==> config.mk <==
export PLATFORM = sky130hd
export DESIGN_NAME = tpd_decode
export DESIGN_NICKNAME = d
export VERILOG_FILES = /design/src/tpd_pkg.sv /design/src/tpd_decode.sv
export SDC_FILE = /design/constraint.sdc
export NUM_CORES = 1
export LEC_CHECK = 0
export BUFFER_PORTS_ARGS = -buffer_cell sky130_fd_sc_hd__buf_2
export CORE_MARGIN = 8
export CORE_UTILIZATION = 48
export DETAILED_ROUTE_END_ITERATION = 8
export PLACE_DENSITY = 0.79
export SYNTH_ARGS = -nofsm -noshare
export SYNTH_HDL_FRONTEND = slang
export SYNTH_SLANG_ARGS = --single-unit
==> constraint.sdc <==
create_clock -name clk_i -period 1.6 [get_ports clk_i]
set_clock_uncertainty 0.05 [all_clocks]
set_input_delay 0.32 -clock clk_i [delete_from_list [all_inputs] [get_ports clk_i]]
set_output_delay 0.32 -clock clk_i [all_outputs]
set_load 0.05 [all_outputs]
==> src/tpd_pkg.sv <==
// package: constants and types for the three-phase pwm input decode block
package tpd_pkg;

    // ==========================================================
    // control modes
    localparam logic [1:0] MODE_SIX = 2'h0;
    localparam logic [1:0] MODE_SIX_LIM = 2'h1;
    localparam logic [1:0] MODE_THREE = 2'h2;
    localparam logic [1:0] MODE_THREE_LIM = 2'h3;

    // ==========================================================
    // four-level strap codes (mode pin, buck voltage pin)
    localparam logic [1:0] STRAP_GND = 2'h0;
    localparam logic [1:0] STRAP_FLOAT = 2'h1;
    localparam logic [1:0] STRAP_RES_HIGH = 2'h2;
    localparam logic [1:0] STRAP_TIED_HIGH = 2'h3;

    // ==========================================================
    // buck voltage codes, volt labels for reference
    localparam logic [1:0] BUCK_V_3V3 = 2'h0;
    localparam logic [1:0] BUCK_V_4V0 = 2'h1;
    localparam logic [1:0] BUCK_V_5V0 = 2'h2;
    localparam logic [1:0] BUCK_V_5V7 = 2'h3;
    localparam int BUCK_LIMIT_HIGH_MA = 600;
    localparam int BUCK_LIMIT_LOW_MA = 150;

    // ==========================================================
    // reset values
    localparam logic [1:0] MODE_RESET = MODE_SIX;
    localparam logic [1:0] BUCK_V_RESET = BUCK_V_3V3;

    typedef enum {
        PH_HIZ,
        PH_HIGH,
        PH_LOW
    } tpd_phase_type;

    // per-phase gate commands
    typedef struct packed {
        logic high_on;
        logic low_on;
    } tpd_gate_type;

    // serial-variant configuration bits
    typedef struct packed {
        logic [1:0] mode;
        logic [1:0] buck_sel;
        logic buck_disable_bit;
        logic buck_current_limit_bit;
        logic buck_sequencing_disable_bit;
        logic serial_output_drive_select;
    } tpd_cfg_type;

    // buck regulator controls towards the analog side
    typedef struct packed {
        logic enable;
        logic [1:0] voltage_sel;
        logic limit_low;
        logic avdd_from_buck;
    } tpd_buck_type;

endpackage : tpd_pkg

==> src/tpd_decode.sv <==
// three-phase pwm input decode, mode control and buck control logic
// Function
// four modes from two-bit mode field
// strap variant maps four pin levels
// limit modes: pin is threshold, sense off
// plain modes: pin is reference, sense on
// six-input truth table per phase
// three-input: low zero Hi-Z, else follow
// controller holds low inputs high if needed
// controller idles inputs before mode change
// limit comparator fed by all three amplifiers
// serial accepted only with chip select low
// serial output open-drain or push-pull
// strap variant pins replace serial pins
// buck voltage from field or strap
// buck disable only in serial variant
// buck limit 600 or 150 mA
// sequencing bit enables avdd from buck; code does so only when buck_sel is BUCK_V_5V0 or BUCK_V_5V7
// fault output works in both variants
// independent per-phase decode, Hi-Z both off
`timescale 1ns/1ps
module tpd_decode #(
    parameter int PHASES = 3
) (
    // clock and reset
    input wire logic clk_i,
    input wire logic reset_n_i,
    input wire logic clk_en_i,
    // variant and configuration
    input wire logic strap_variant_i,
    input wire tpd_pkg::tpd_cfg_type serial_cfg_i,
    input wire logic [1:0] mode_strap_i,
    input wire logic [1:0] buck_voltage_strap_i,
    input wire logic [1:0] gain_strap_i,
    input wire logic [1:0] slew_strap_i,
    input wire logic [1:0] overcurrent_level_strap_i,
    // pwm inputs
    input wire logic [PHASES-1:0] phase_high_input_i,
    input wire logic [PHASES-1:0] phase_low_input_i,
    // current sense comparators and faults
    input wire logic [PHASES-1:0] sense_over_limit_i,
    input wire logic fault_event_i,
    // serial pins
    input wire logic serial_chip_select_n_i,
    input wire logic serial_data_i,
    // gate and phase outputs
    output tpd_pkg::tpd_gate_type [PHASES-1:0] gate_o,
    output logic [PHASES-1:0] phase_hiz_o,
    // analog routing
    output logic reference_limit_is_threshold_o,
    output logic sense_amp_output_enable_o,
    output logic current_limit_active_o,
    output logic [1:0] active_mode_o,
    output logic [1:0] gain_sel_o,
    output logic [1:0] slew_sel_o,
    output logic [1:0] overcurrent_sel_o,
    output tpd_pkg::tpd_buck_type buck_o,
    // serial and fault pins
    output logic serial_accept_o,
    output logic serial_data_out_o,
    output logic serial_data_oe_o,
    output logic fault_output_n_o
);
    import tpd_pkg::*;

    // the comparator and gate carriers are sized for one three-phase bridge
    if (PHASES != 3) begin : g_phase_count_check
        $error("tpd_decode serves exactly three phases");
    end

    // ==========================================================
    // decode helpers
    function automatic logic [1:0] strap_to_mode(input logic [1:0] lvl);
        case (lvl)
            STRAP_GND: strap_to_mode = MODE_SIX;
            STRAP_FLOAT: strap_to_mode = MODE_SIX_LIM;
            STRAP_RES_HIGH: strap_to_mode = MODE_THREE;
            default: strap_to_mode = MODE_THREE_LIM;
        endcase
    endfunction : strap_to_mode

    function automatic tpd_phase_type decode_phase(input logic [1:0] mode,
                                                   input logic hi, input logic lo);
        if (mode == MODE_THREE || mode == MODE_THREE_LIM) begin
            if (!lo) begin
                decode_phase = PH_HIZ;
            end else begin
                decode_phase = hi ? PH_HIGH : PH_LOW;
            end
        end else begin
            case ({lo, hi})
                2'h1: decode_phase = PH_HIGH;
                2'h2: decode_phase = PH_LOW;
                default: decode_phase = PH_HIZ;
            endcase
        end
    endfunction : decode_phase

    function automatic logic is_limit_mode(input logic [1:0] mode);
        is_limit_mode = (mode == MODE_SIX_LIM) || (mode == MODE_THREE_LIM);
    endfunction : is_limit_mode

    function automatic logic serial_selected(input logic strap, input logic cs_n);
        serial_selected = !strap && !cs_n;
    endfunction : serial_selected

    // ==========================================================
    // control mode selection
    logic [1:0] mode_d;
    logic [1:0] mode_q;

    always_comb begin
        if (strap_variant_i) begin
            mode_d = strap_to_mode(mode_strap_i);
        end else begin
            mode_d = serial_cfg_i.mode;
        end
    end

    always_ff @(posedge clk_i or negedge reset_n_i) begin
        if (!reset_n_i) begin
            mode_q <= MODE_RESET;
        end else if (clk_en_i) begin
            mode_q <= mode_d;
        end
    end

    assign active_mode_o = mode_q;

    // ==========================================================
    // reference/limit pin routing
    logic thresh_d;
    logic thresh_q;
    logic sense_en_d;
    logic sense_en_q;

    always_comb begin
        // taken from the next mode so routing never lags the mode register
        thresh_d = is_limit_mode(mode_d);
        sense_en_d = !is_limit_mode(mode_d);
    end

    always_ff @(posedge clk_i or negedge reset_n_i) begin
        if (!reset_n_i) begin
            thresh_q <= 1'h0;
            sense_en_q <= 1'h1;
        end else if (clk_en_i) begin
            thresh_q <= thresh_d;
            sense_en_q <= sense_en_d;
        end
    end

    assign reference_limit_is_threshold_o = thresh_q;
    assign sense_amp_output_enable_o = sense_en_q;

    // ==========================================================
    // buck regulator controls
    tpd_buck_type buck_d;
    tpd_buck_type buck_q;

    always_comb begin
        if (strap_variant_i) begin
            // no disable strap exists, so the regulator always runs
            buck_d.enable = 1'h1;
            buck_d.voltage_sel = buck_voltage_strap_i;
            buck_d.limit_low = 1'h0;
            buck_d.avdd_from_buck = 1'h0;
        end else begin
            buck_d.enable = !serial_cfg_i.buck_disable_bit;
            buck_d.voltage_sel = serial_cfg_i.buck_sel;
            buck_d.limit_low = serial_cfg_i.buck_current_limit_bit;
            // sequencing only makes sense at the upper two voltages
            buck_d.avdd_from_buck = !serial_cfg_i.buck_sequencing_disable_bit &&
                (serial_cfg_i.buck_sel == BUCK_V_5V0 ||
                 serial_cfg_i.buck_sel == BUCK_V_5V7);
        end
    end

    always_ff @(posedge clk_i or negedge reset_n_i) begin
        if (!reset_n_i) begin
            buck_q.enable <= 1'h1;
            buck_q.voltage_sel <= BUCK_V_RESET;
            buck_q.limit_low <= 1'h0;
            buck_q.avdd_from_buck <= 1'h0;
        end else if (clk_en_i) begin
            buck_q <= buck_d;
        end
    end

    assign buck_o = buck_q;

    // ==========================================================
    // strapped gain, slew and overcurrent selections
    logic [1:0] gain_d;
    logic [1:0] gain_q;
    logic [1:0] slew_d;
    logic [1:0] slew_q;
    logic [1:0] oc_level_d;
    logic [1:0] oc_level_q;

    always_comb begin
        // serial variant keeps the last strapped values
        gain_d = gain_q;
        slew_d = slew_q;
        oc_level_d = oc_level_q;
        if (strap_variant_i) begin
            gain_d = gain_strap_i;
            slew_d = slew_strap_i;
            oc_level_d = overcurrent_level_strap_i;
        end
    end

    always_ff @(posedge clk_i or negedge reset_n_i) begin
        if (!reset_n_i) begin
            gain_q <= '0;
            slew_q <= '0;
            oc_level_q <= '0;
        end else if (clk_en_i) begin
            gain_q <= gain_d;
            slew_q <= slew_d;
            oc_level_q <= oc_level_d;
        end
    end

    assign gain_sel_o = gain_q;
    assign slew_sel_o = slew_q;
    assign overcurrent_sel_o = oc_level_q;

    // ==========================================================
    // phase decode and cycle-by-cycle limit
    tpd_gate_type [PHASES-1:0] gate_d;
    tpd_gate_type [PHASES-1:0] gate_q;
    logic [PHASES-1:0] hiz_d;
    logic [PHASES-1:0] hiz_q;
    logic limit_d;
    logic limit_q;

    always_comb begin
        tpd_phase_type st;
        st = PH_HIZ;
        // any amplifier over threshold trips the shared comparator
        limit_d = is_limit_mode(mode_q) && (|sense_over_limit_i);
        for (int p = 0; p < PHASES; p++) begin
            st = decode_phase(mode_q, phase_high_input_i[p], phase_low_input_i[p]);
            gate_d[p].high_on = (st == PH_HIGH) && !limit_d;
            gate_d[p].low_on = (st == PH_LOW);
            hiz_d[p] = (st == PH_HIZ);
            // a tripped limit only cuts the high side, low side keeps its command
        end
    end

    always_ff @(posedge clk_i or negedge reset_n_i) begin
        if (!reset_n_i) begin
            gate_q <= '0;
            hiz_q <= '1;
            limit_q <= 1'h0;
        end else if (clk_en_i) begin
            gate_q <= gate_d;
            hiz_q <= hiz_d;
            limit_q <= limit_d;
        end
    end

    assign gate_o = gate_q;
    assign phase_hiz_o = hiz_q;
    assign current_limit_active_o = limit_q;

    // ==========================================================
    // serial pin drive and fault output
    logic sdo_d;
    logic sdo_q;
    logic sdo_oe_d;
    logic sdo_oe_q;
    logic fault_n_d;
    logic fault_n_q;

    always_comb begin
        sdo_d = serial_data_i;
        sdo_oe_d = 1'h1;
        if (serial_selected(strap_variant_i, serial_chip_select_n_i)) begin
            if (serial_cfg_i.serial_output_drive_select) begin
                sdo_d = serial_data_i;
                sdo_oe_d = 1'h0;
            end else begin
                // open drain: only the low level is driven
                sdo_d = 1'h0;
                sdo_oe_d = serial_data_i;
            end
        end
        fault_n_d = !fault_event_i;
    end

    always_ff @(posedge clk_i or negedge reset_n_i) begin
        if (!reset_n_i) begin
            sdo_q <= 1'h0;
            sdo_oe_q <= 1'h1;
            fault_n_q <= 1'h1;
        end else if (clk_en_i) begin
            sdo_q <= sdo_d;
            sdo_oe_q <= sdo_oe_d;
            fault_n_q <= fault_n_d;
        end
    end

    assign serial_accept_o = serial_selected(strap_variant_i, serial_chip_select_n_i);
    assign serial_data_out_o = sdo_q;
    assign serial_data_oe_o = sdo_oe_q;
    assign fault_output_n_o = fault_n_q;

endmodule : tpd_decode

==> results of run 1 <==
==> repair_timing <==
action	4_1_cts	5_1_grt
endpoints found under the hold margin	21	0
hold buffers	1	0
resized for setup	0	0
==> layer usage <==
layer | vias up | GRT usage [%] | share of wire (%)
met5 | - | 0 | 0
li1 | 479 | - | -
met3 | 7 | 4.14 | 10
met2 | 39 | 24.4 | 50
met1 | 480 | 13.8 | 36
met4 | 0 | 7.83 | 2.7
==> synthesized netlist by cell type (all sizes together) <==
cell type | number | area [µm²]
nand3b | 3 | 22.5
nor2b | 4 | 47.6
o21a | 2 | 15.0
a21oi | 3 | 15.0
nor2 | 6 | 22.5
o31ai | 1 | 7.51
nand2b | 1 | 6.26
inv | 11 | 41.3
nand2 | 6 | 25.0
dfstp | 7 | 184
a31o | 1 | 8.76
mux2i | 6 | 60.1
nor3b | 1 | 7.51
mux2 | 10 | 113
o22ai | 3 | 18.8
o311ai | 1 | 8.76
buf | 6 | 47.5
xnor2 | 6 | 52.6
a31oi | 2 | 12.5
o21ai | 5 | 25.0
dfrtp | 21 | 526
==> power by group through the flow <==
| stage | registers [W] | logic [W] | clock network [W] |
|---|---|---|---|
| after floorplan | 0.00115 | 0.000163 | 0 |
| after global routing | 0.000856 | 0.000657 | 0.000383 |
| after CTS | 0.000846 | 0.000627 | 0.000356 |
| final | 0.000845 | 0.000619 | 0.000345 |
| after detailed placement | 0.000859 | 0.000624 | 0 |
| after global placement | 0.000854 | 0.000614 | 0 |
==> metrics by stage <==
stage,setup slack (ns),power [W]
after global routing,0.0424,0.00190
after global placement,0.320,0.00147
after detailed placement,0.302,0.00148
after CTS,0.0673,0.00183
final,0.0816,0.00181
after floorplan,0.0584,0.00131
==> kinds of logic after synthesis <==
family                 Yosys count  share of synthesized area [%]
flip-flops                      28                           56.0
AO/OA/AOI/OAI                   18                           8.79
AND/OR/NAND/NOR                 21                           10.4
buffers and inverters           17                           7.02
multiplexers                    16                           13.6
XOR/XNOR                         6                           4.15
==> area by class of cell <==
cell class              count  area share (%)
clock buffers               4            2.22
flip-flops and latches     28            43.4
repair buffers             66            21.0
multi-input cells          61            28.6
well taps                  30            2.30
inverters                  11            2.52
==> path summary, 6_finish.rpt <==
check	from	end	slack [ns]	cells past startpoint
setup / recovery	phase_hiz_o[0]	phase_hiz_o[0]	0.08	1
hold / removal	fault_event_i	fault_output_n_o	0.06	2
setup reg to reg	active_mode_o[1]	phase_hiz_o[0]	0.39	4
hold reg to reg	fault_output_n_o	fault_output_n_o	0.43	2
max in group asynchronous	reset_n_i	overcurrent_sel_o[0]	0.62	2
min in group asynchronous	reset_n_i	gate_o[4]	0.48	2
==> sequential cells by signal (all words and copies together), names as in the netlist <==
signal and count:
current_limit_active_o 1, serial_data_oe_o 1, gain_sel_o 2, serial_data_out_o 1, slew_sel_o 2, sense_amp_output_enable_o 1
fault_output_n_o 1, buck_o 5, active_mode_o 2, phase_hiz_o 3, reference_limit_is_threshold_o 1, gate_o 6
overcurrent_sel_o 2
==> results.py, run 1 <==
metrics = {
    "clock_tree": {
        "cts_tree": "built",
        "cts_setup_buffers": 0,
        "clkTransAtPathRegs_ns": 0.15,
        "cts_buffers": 3,
        "clock_latency_ns": 0.33,
        "clock-sinks": 28,
        "root_buffer": "clkbuf_4",
        "cts.path.max_buffers": 2,
        "htreeDepth": 1,
    },
    "placement": {
        "io_buffers": 62,
        "post-place-cells": 195,
        "dp_hpwl_um": 2430,
        "globalplace.congestion": 0.776,
        "placed_cell_area_um2": 1590,
    },
    "synthesis": {
        "seq_area_frac_synth_pct": 56.0,
        "yosys_register_bits": 28,
        "syn_inst": 106,
        "synth_area_um2": 1270,
        "yosys_warnings": 0,
        "avgSynthCellArea_um2": 11.9,
        "synth.distinct_cells": 25,
        "synth_fp_nets": 140,
    },
    "critical_path": {
        "worstPathRequired_ns": 1.23,
        "cp-start-kind": "flip-flop",
        "crit_chain": "buf_2",
        "end_kind": "primary output",
        "cp.buffers_inverters": 1,
        "critPathTopFamily": "flip-flops",
        "crit_arrival_ns": 1.15,
        "critical_path.max_stage_delay_ns": 0.56,
        "criticalPathCategory": "reg2out",
        "crit_fanout": 2,
        "crit_slowest_cell": "dfstp_2",
    },
    "layout": {
        "drive_gt1_share_pct": 53.5,
        "final-seq-area_um2": 709,
        "fin_cells": 200,
        "design_area_um2": 1640,
        "nNetsFinal": 205,
        "layout_common_cells": "buf_2, dfrtp_1, inv_1",
        "layout_commonest_cell": "buf_2",
        "fillers": 210,
        "fin_util_pct": 65.4,
        "multi_input_area_um2": 468,
        "area_delta_synth_final_pct": 29.2,
        "diodes": 0,
    },
    "timing": {
        "holdWs_ns": 0.0634,
        "setup_tns_ns": 0,
        "rsz0062_at_grt": "no",
        "maxSlewViolCount": 0,
        "fmax_ghz": 0.659,
        "relSlewSlack_pct": 59.8,
        "min_period_ns": 1.52,
        "tightest_slew_ns": 0.603,
        "setup_viol": 0,
        "final-hold-violation-count": 0,
        "period_share_pct": 94.9,
    },
    "die": {
        "start_util_pct": 50.7,
        "dieHeight_um": 67.4,
        "die_w_um": 67.4,
        "num_io_pins": 63,
        "rows": 18,
        "coreArea_um2": 2500,
        "die_area_um2": 4540,
    },
    "global_route": {
        "track_usage_pct": 13.6,
        "grt_max_degree": 29,
        "first_global_vias": 1044,
        "antenna_found_initial": 0,
        "grt-ovfl-total": 0,
        "grt_pass1_wl_um": 4730,
    },
    "routing": {
        "ant_nets": 0,
        "drtIter0Drc": 34,
        "route.final.wire_length_um": 3030,
        "vias": 1005,
        "drc": 0,
        "vias_per_cell": 5.03,
        "drt_pre_antenna_iters": 4,
        "wire_per_inst_um": 15.1,
    },
    "run_status": {
        "status": "complete, no violations",
    },
    "power_and_ir_drop": {
        "power_frac_comb_pct": 34.2,
        "seq_power_share_pct": 46.7,
        "vdd_drop_max_mv": 0.911,
        "clockPowerShare_pct": 19.1,
        "swShare_pct": 37.9,
        "pwr_density_cell_nw_per_um2": 1110,
        "p_leak_nw": 0.829,
        "p_switching_w": 0.000686,
        "p_int_w": 0.00112,
    },
    "hold_path": {
        "worstHoldPathType": "in2reg",
    },
    "flow_run": {
        "maxCapViolations": 0,
    },
}
No activity file was read; power rests on OpenSTA's default activity.
==> run 2, diff against run 1 <==
--- a/config.mk
+++ b/config.mk
@@ -6,6 +6,7 @@
 export NUM_CORES = 1
 export LEC_CHECK = 0
 export BUFFER_PORTS_ARGS = -buffer_cell sky130_fd_sc_hd__buf_2
+export CORE_ASPECT_RATIO = 1.5
 export CORE_MARGIN = 8
 export CORE_UTILIZATION = 48
 export DETAILED_ROUTE_END_ITERATION = 8
==> run 2 against run 1 <==
Against the previous run:
- die area up 0.75%
- clock power up 59%
- total power up 11%
- critical endpoint is now buck_o[4]
- largest power group unchanged
==> results.py, run 2 (synthesis results as in run 1) <==
metrics = {
    "placement": {
        "io_buffers": 62,
        "globalplace.congestion": 0.756,
        "dp_hpwl_um": 2480,
        "post-place-cells": 190,
        "placed_cell_area_um2": 1580,
        "post-place-ws_ns": 0.310,
    },
    "timing": {
        "maxSlewViolCount": 0,
        "worst_slack_ns": 0.146,
        "min_period_ns": 1.45,
        "relSlewSlack_pct": 58.9,
        "setup_tns_ns": 0,
        "setup_viol": 0,
        "fmax_ghz": 0.688,
        "period_share_pct": 90.9,
        "tightest_slew_ns": 0.616,
        "final-hold-violation-count": 0,
        "rsz0062_at_grt": "no",
    },
    "die": {
        "die_area_um2": 4570,
        "start_util_pct": 48.9,
        "num_io_pins": 63,
        "die_w_um": 57.9,
        "coreArea_um2": 2590,
        "rows": 23,
        "dieHeight_um": 78.9,
    },
    "routing": {
        "wire_per_inst_um": 15.3,
        "vias": 989,
        "drt_pre_antenna_iters": 4,
        "vias_per_cell": 5.10,
        "route.final.wire_length_um": 2970,
        "drtIter0Drc": 23,
        "drc": 0,
        "ant_nets": 0,
    },
    "global_route": {
        "first_global_vias": 1147,
        "grt-ovfl-total": 0,
        "grt_max_degree": 29,
        "track_usage_pct": 13.4,
        "grt_pass1_wl_um": 4860,
        "antenna_found_initial": 0,
    },
    "critical_path": {
        "crit_slowest_cell": "dfstp_2",
        "crit_fanout": 2,
        "r2r_slack_ns": 0.38,
        "ff2ff_path_depth": 4,
        "worst_r2r_endpoint": "phase_hiz_o[0]",
        "crit_chain": "buf_2",
        "critPathTopFamily": "flip-flops",
        "end_kind": "primary output",
        "cp-start-kind": "flip-flop",
        "critical_path.max_stage_delay_ns": 0.55,
        "crit_arrival_ns": 1.08,
        "criticalPathCategory": "reg2out",
        "worstPathRequired_ns": 1.23,
        "cp.buffers_inverters": 1,
        "regToRegStartpoint": "active_mode_o[1]",
    },
    "hold_path": {
        "worstHoldPathType": "in2async",
    },
    "clock_tree": {
        "clock_latency_ns": 0.27,
        "clock-sinks": 28,
        "cts.path.max_buffers": 2,
        "root_buffer": "clkbuf_8",
        "cts_resized": 0,
        "clkTransAtPathRegs_ns": 0.09,
        "htreeDepth": 1,
        "cts_buffers": 3,
        "cts_setup_buffers": 0,
        "cts_tree": "built",
        "holdBufCountCts": 0,
    },
    "layout": {
        "largest_register_ffs": 6,
        "drive_gt1_share_pct": 53.8,
        "nNetsFinal": 204,
        "fin_util_pct": 63.9,
        "layout_commonest_cell": "buf_2",
        "layout_common_cells": "buf_2, dfrtp_1, inv_1",
        "design_area_um2": 1650,
        "area_delta_synth_final_pct": 30.6,
        "diodes": 0,
        "fin_cells": 194,
    },
    "power_and_ir_drop": {
        "p_leak_nw": 0.839,
        "vdd_drop_max_mv": 0.799,
        "pwr_density_cell_nw_per_um2": 1220,
    },
    "run_status": {
        "status": "complete, no violations",
    },
    "flow_run": {
        "maxCapViolations": 0,
    },
}
==> run 2: worst max path at each step <==
stage               depth (start not counted)          endpoint  slack (ns)             start
finish                                      1         buck_o[4]        0.15         buck_o[4]
CTS                                         1         buck_o[4]        0.14         buck_o[4]
global route                                1  active_mode_o[1]        0.12  active_mode_o[1]
detailed placement                          3   serial_accept_o        0.31   strap_variant_i
floorplan                                   2   serial_accept_o        0.06   strap_variant_i
global placement                            3   serial_accept_o        0.32   strap_variant_i
==> run 2: layout make-up <==
type	instances	area, µm²
timing repair buffer	65	333
multi-input combinational	61	468
inverter	11	41.3
clock buffer	3	41.3
sequential	28	709
clock inverter	1	30.0
fill	223	936
tap	25	31.3
==> run 2: power breakdown <==
| part | internal (W) | leakage, nW | switching, W | total [W] |
|---|---|---|---|---|
| logic | 0.000178 | 0.474 | 0.000440 | 0.000617 |
| registers | 0.000804 | 0.330 | 0.0000424 | 0.000846 |
| clock network | 0.000335 | 0.0357 | 0.000213 | 0.000548 |
| total | 0.00132 | 0.839 | 0.000695 | 0.00201 |
==> run 2: routing by layer <==
layer	GRT usage [%]	up-vias	routed length, µm
li1	-	478	-
met1	11.6	461	1040
met2	24.7	44	1520
met3	7.11	6	351
met4	5.17	0	57
met5	0	-	0
==> run 2: stage by stage <==
step / total power, W / hold slack (ns)
6_report: 0.00201 / 0.000668
5_1_grt: 0.00209 / 0.0518
4_1_cts: 0.00203 / 0.0110
3_5_place_dp: 0.00149 / 0.312
3_3_place_gp: 0.00147 / 0.305
2_1_floorplan: 0.00131 / -0.0256
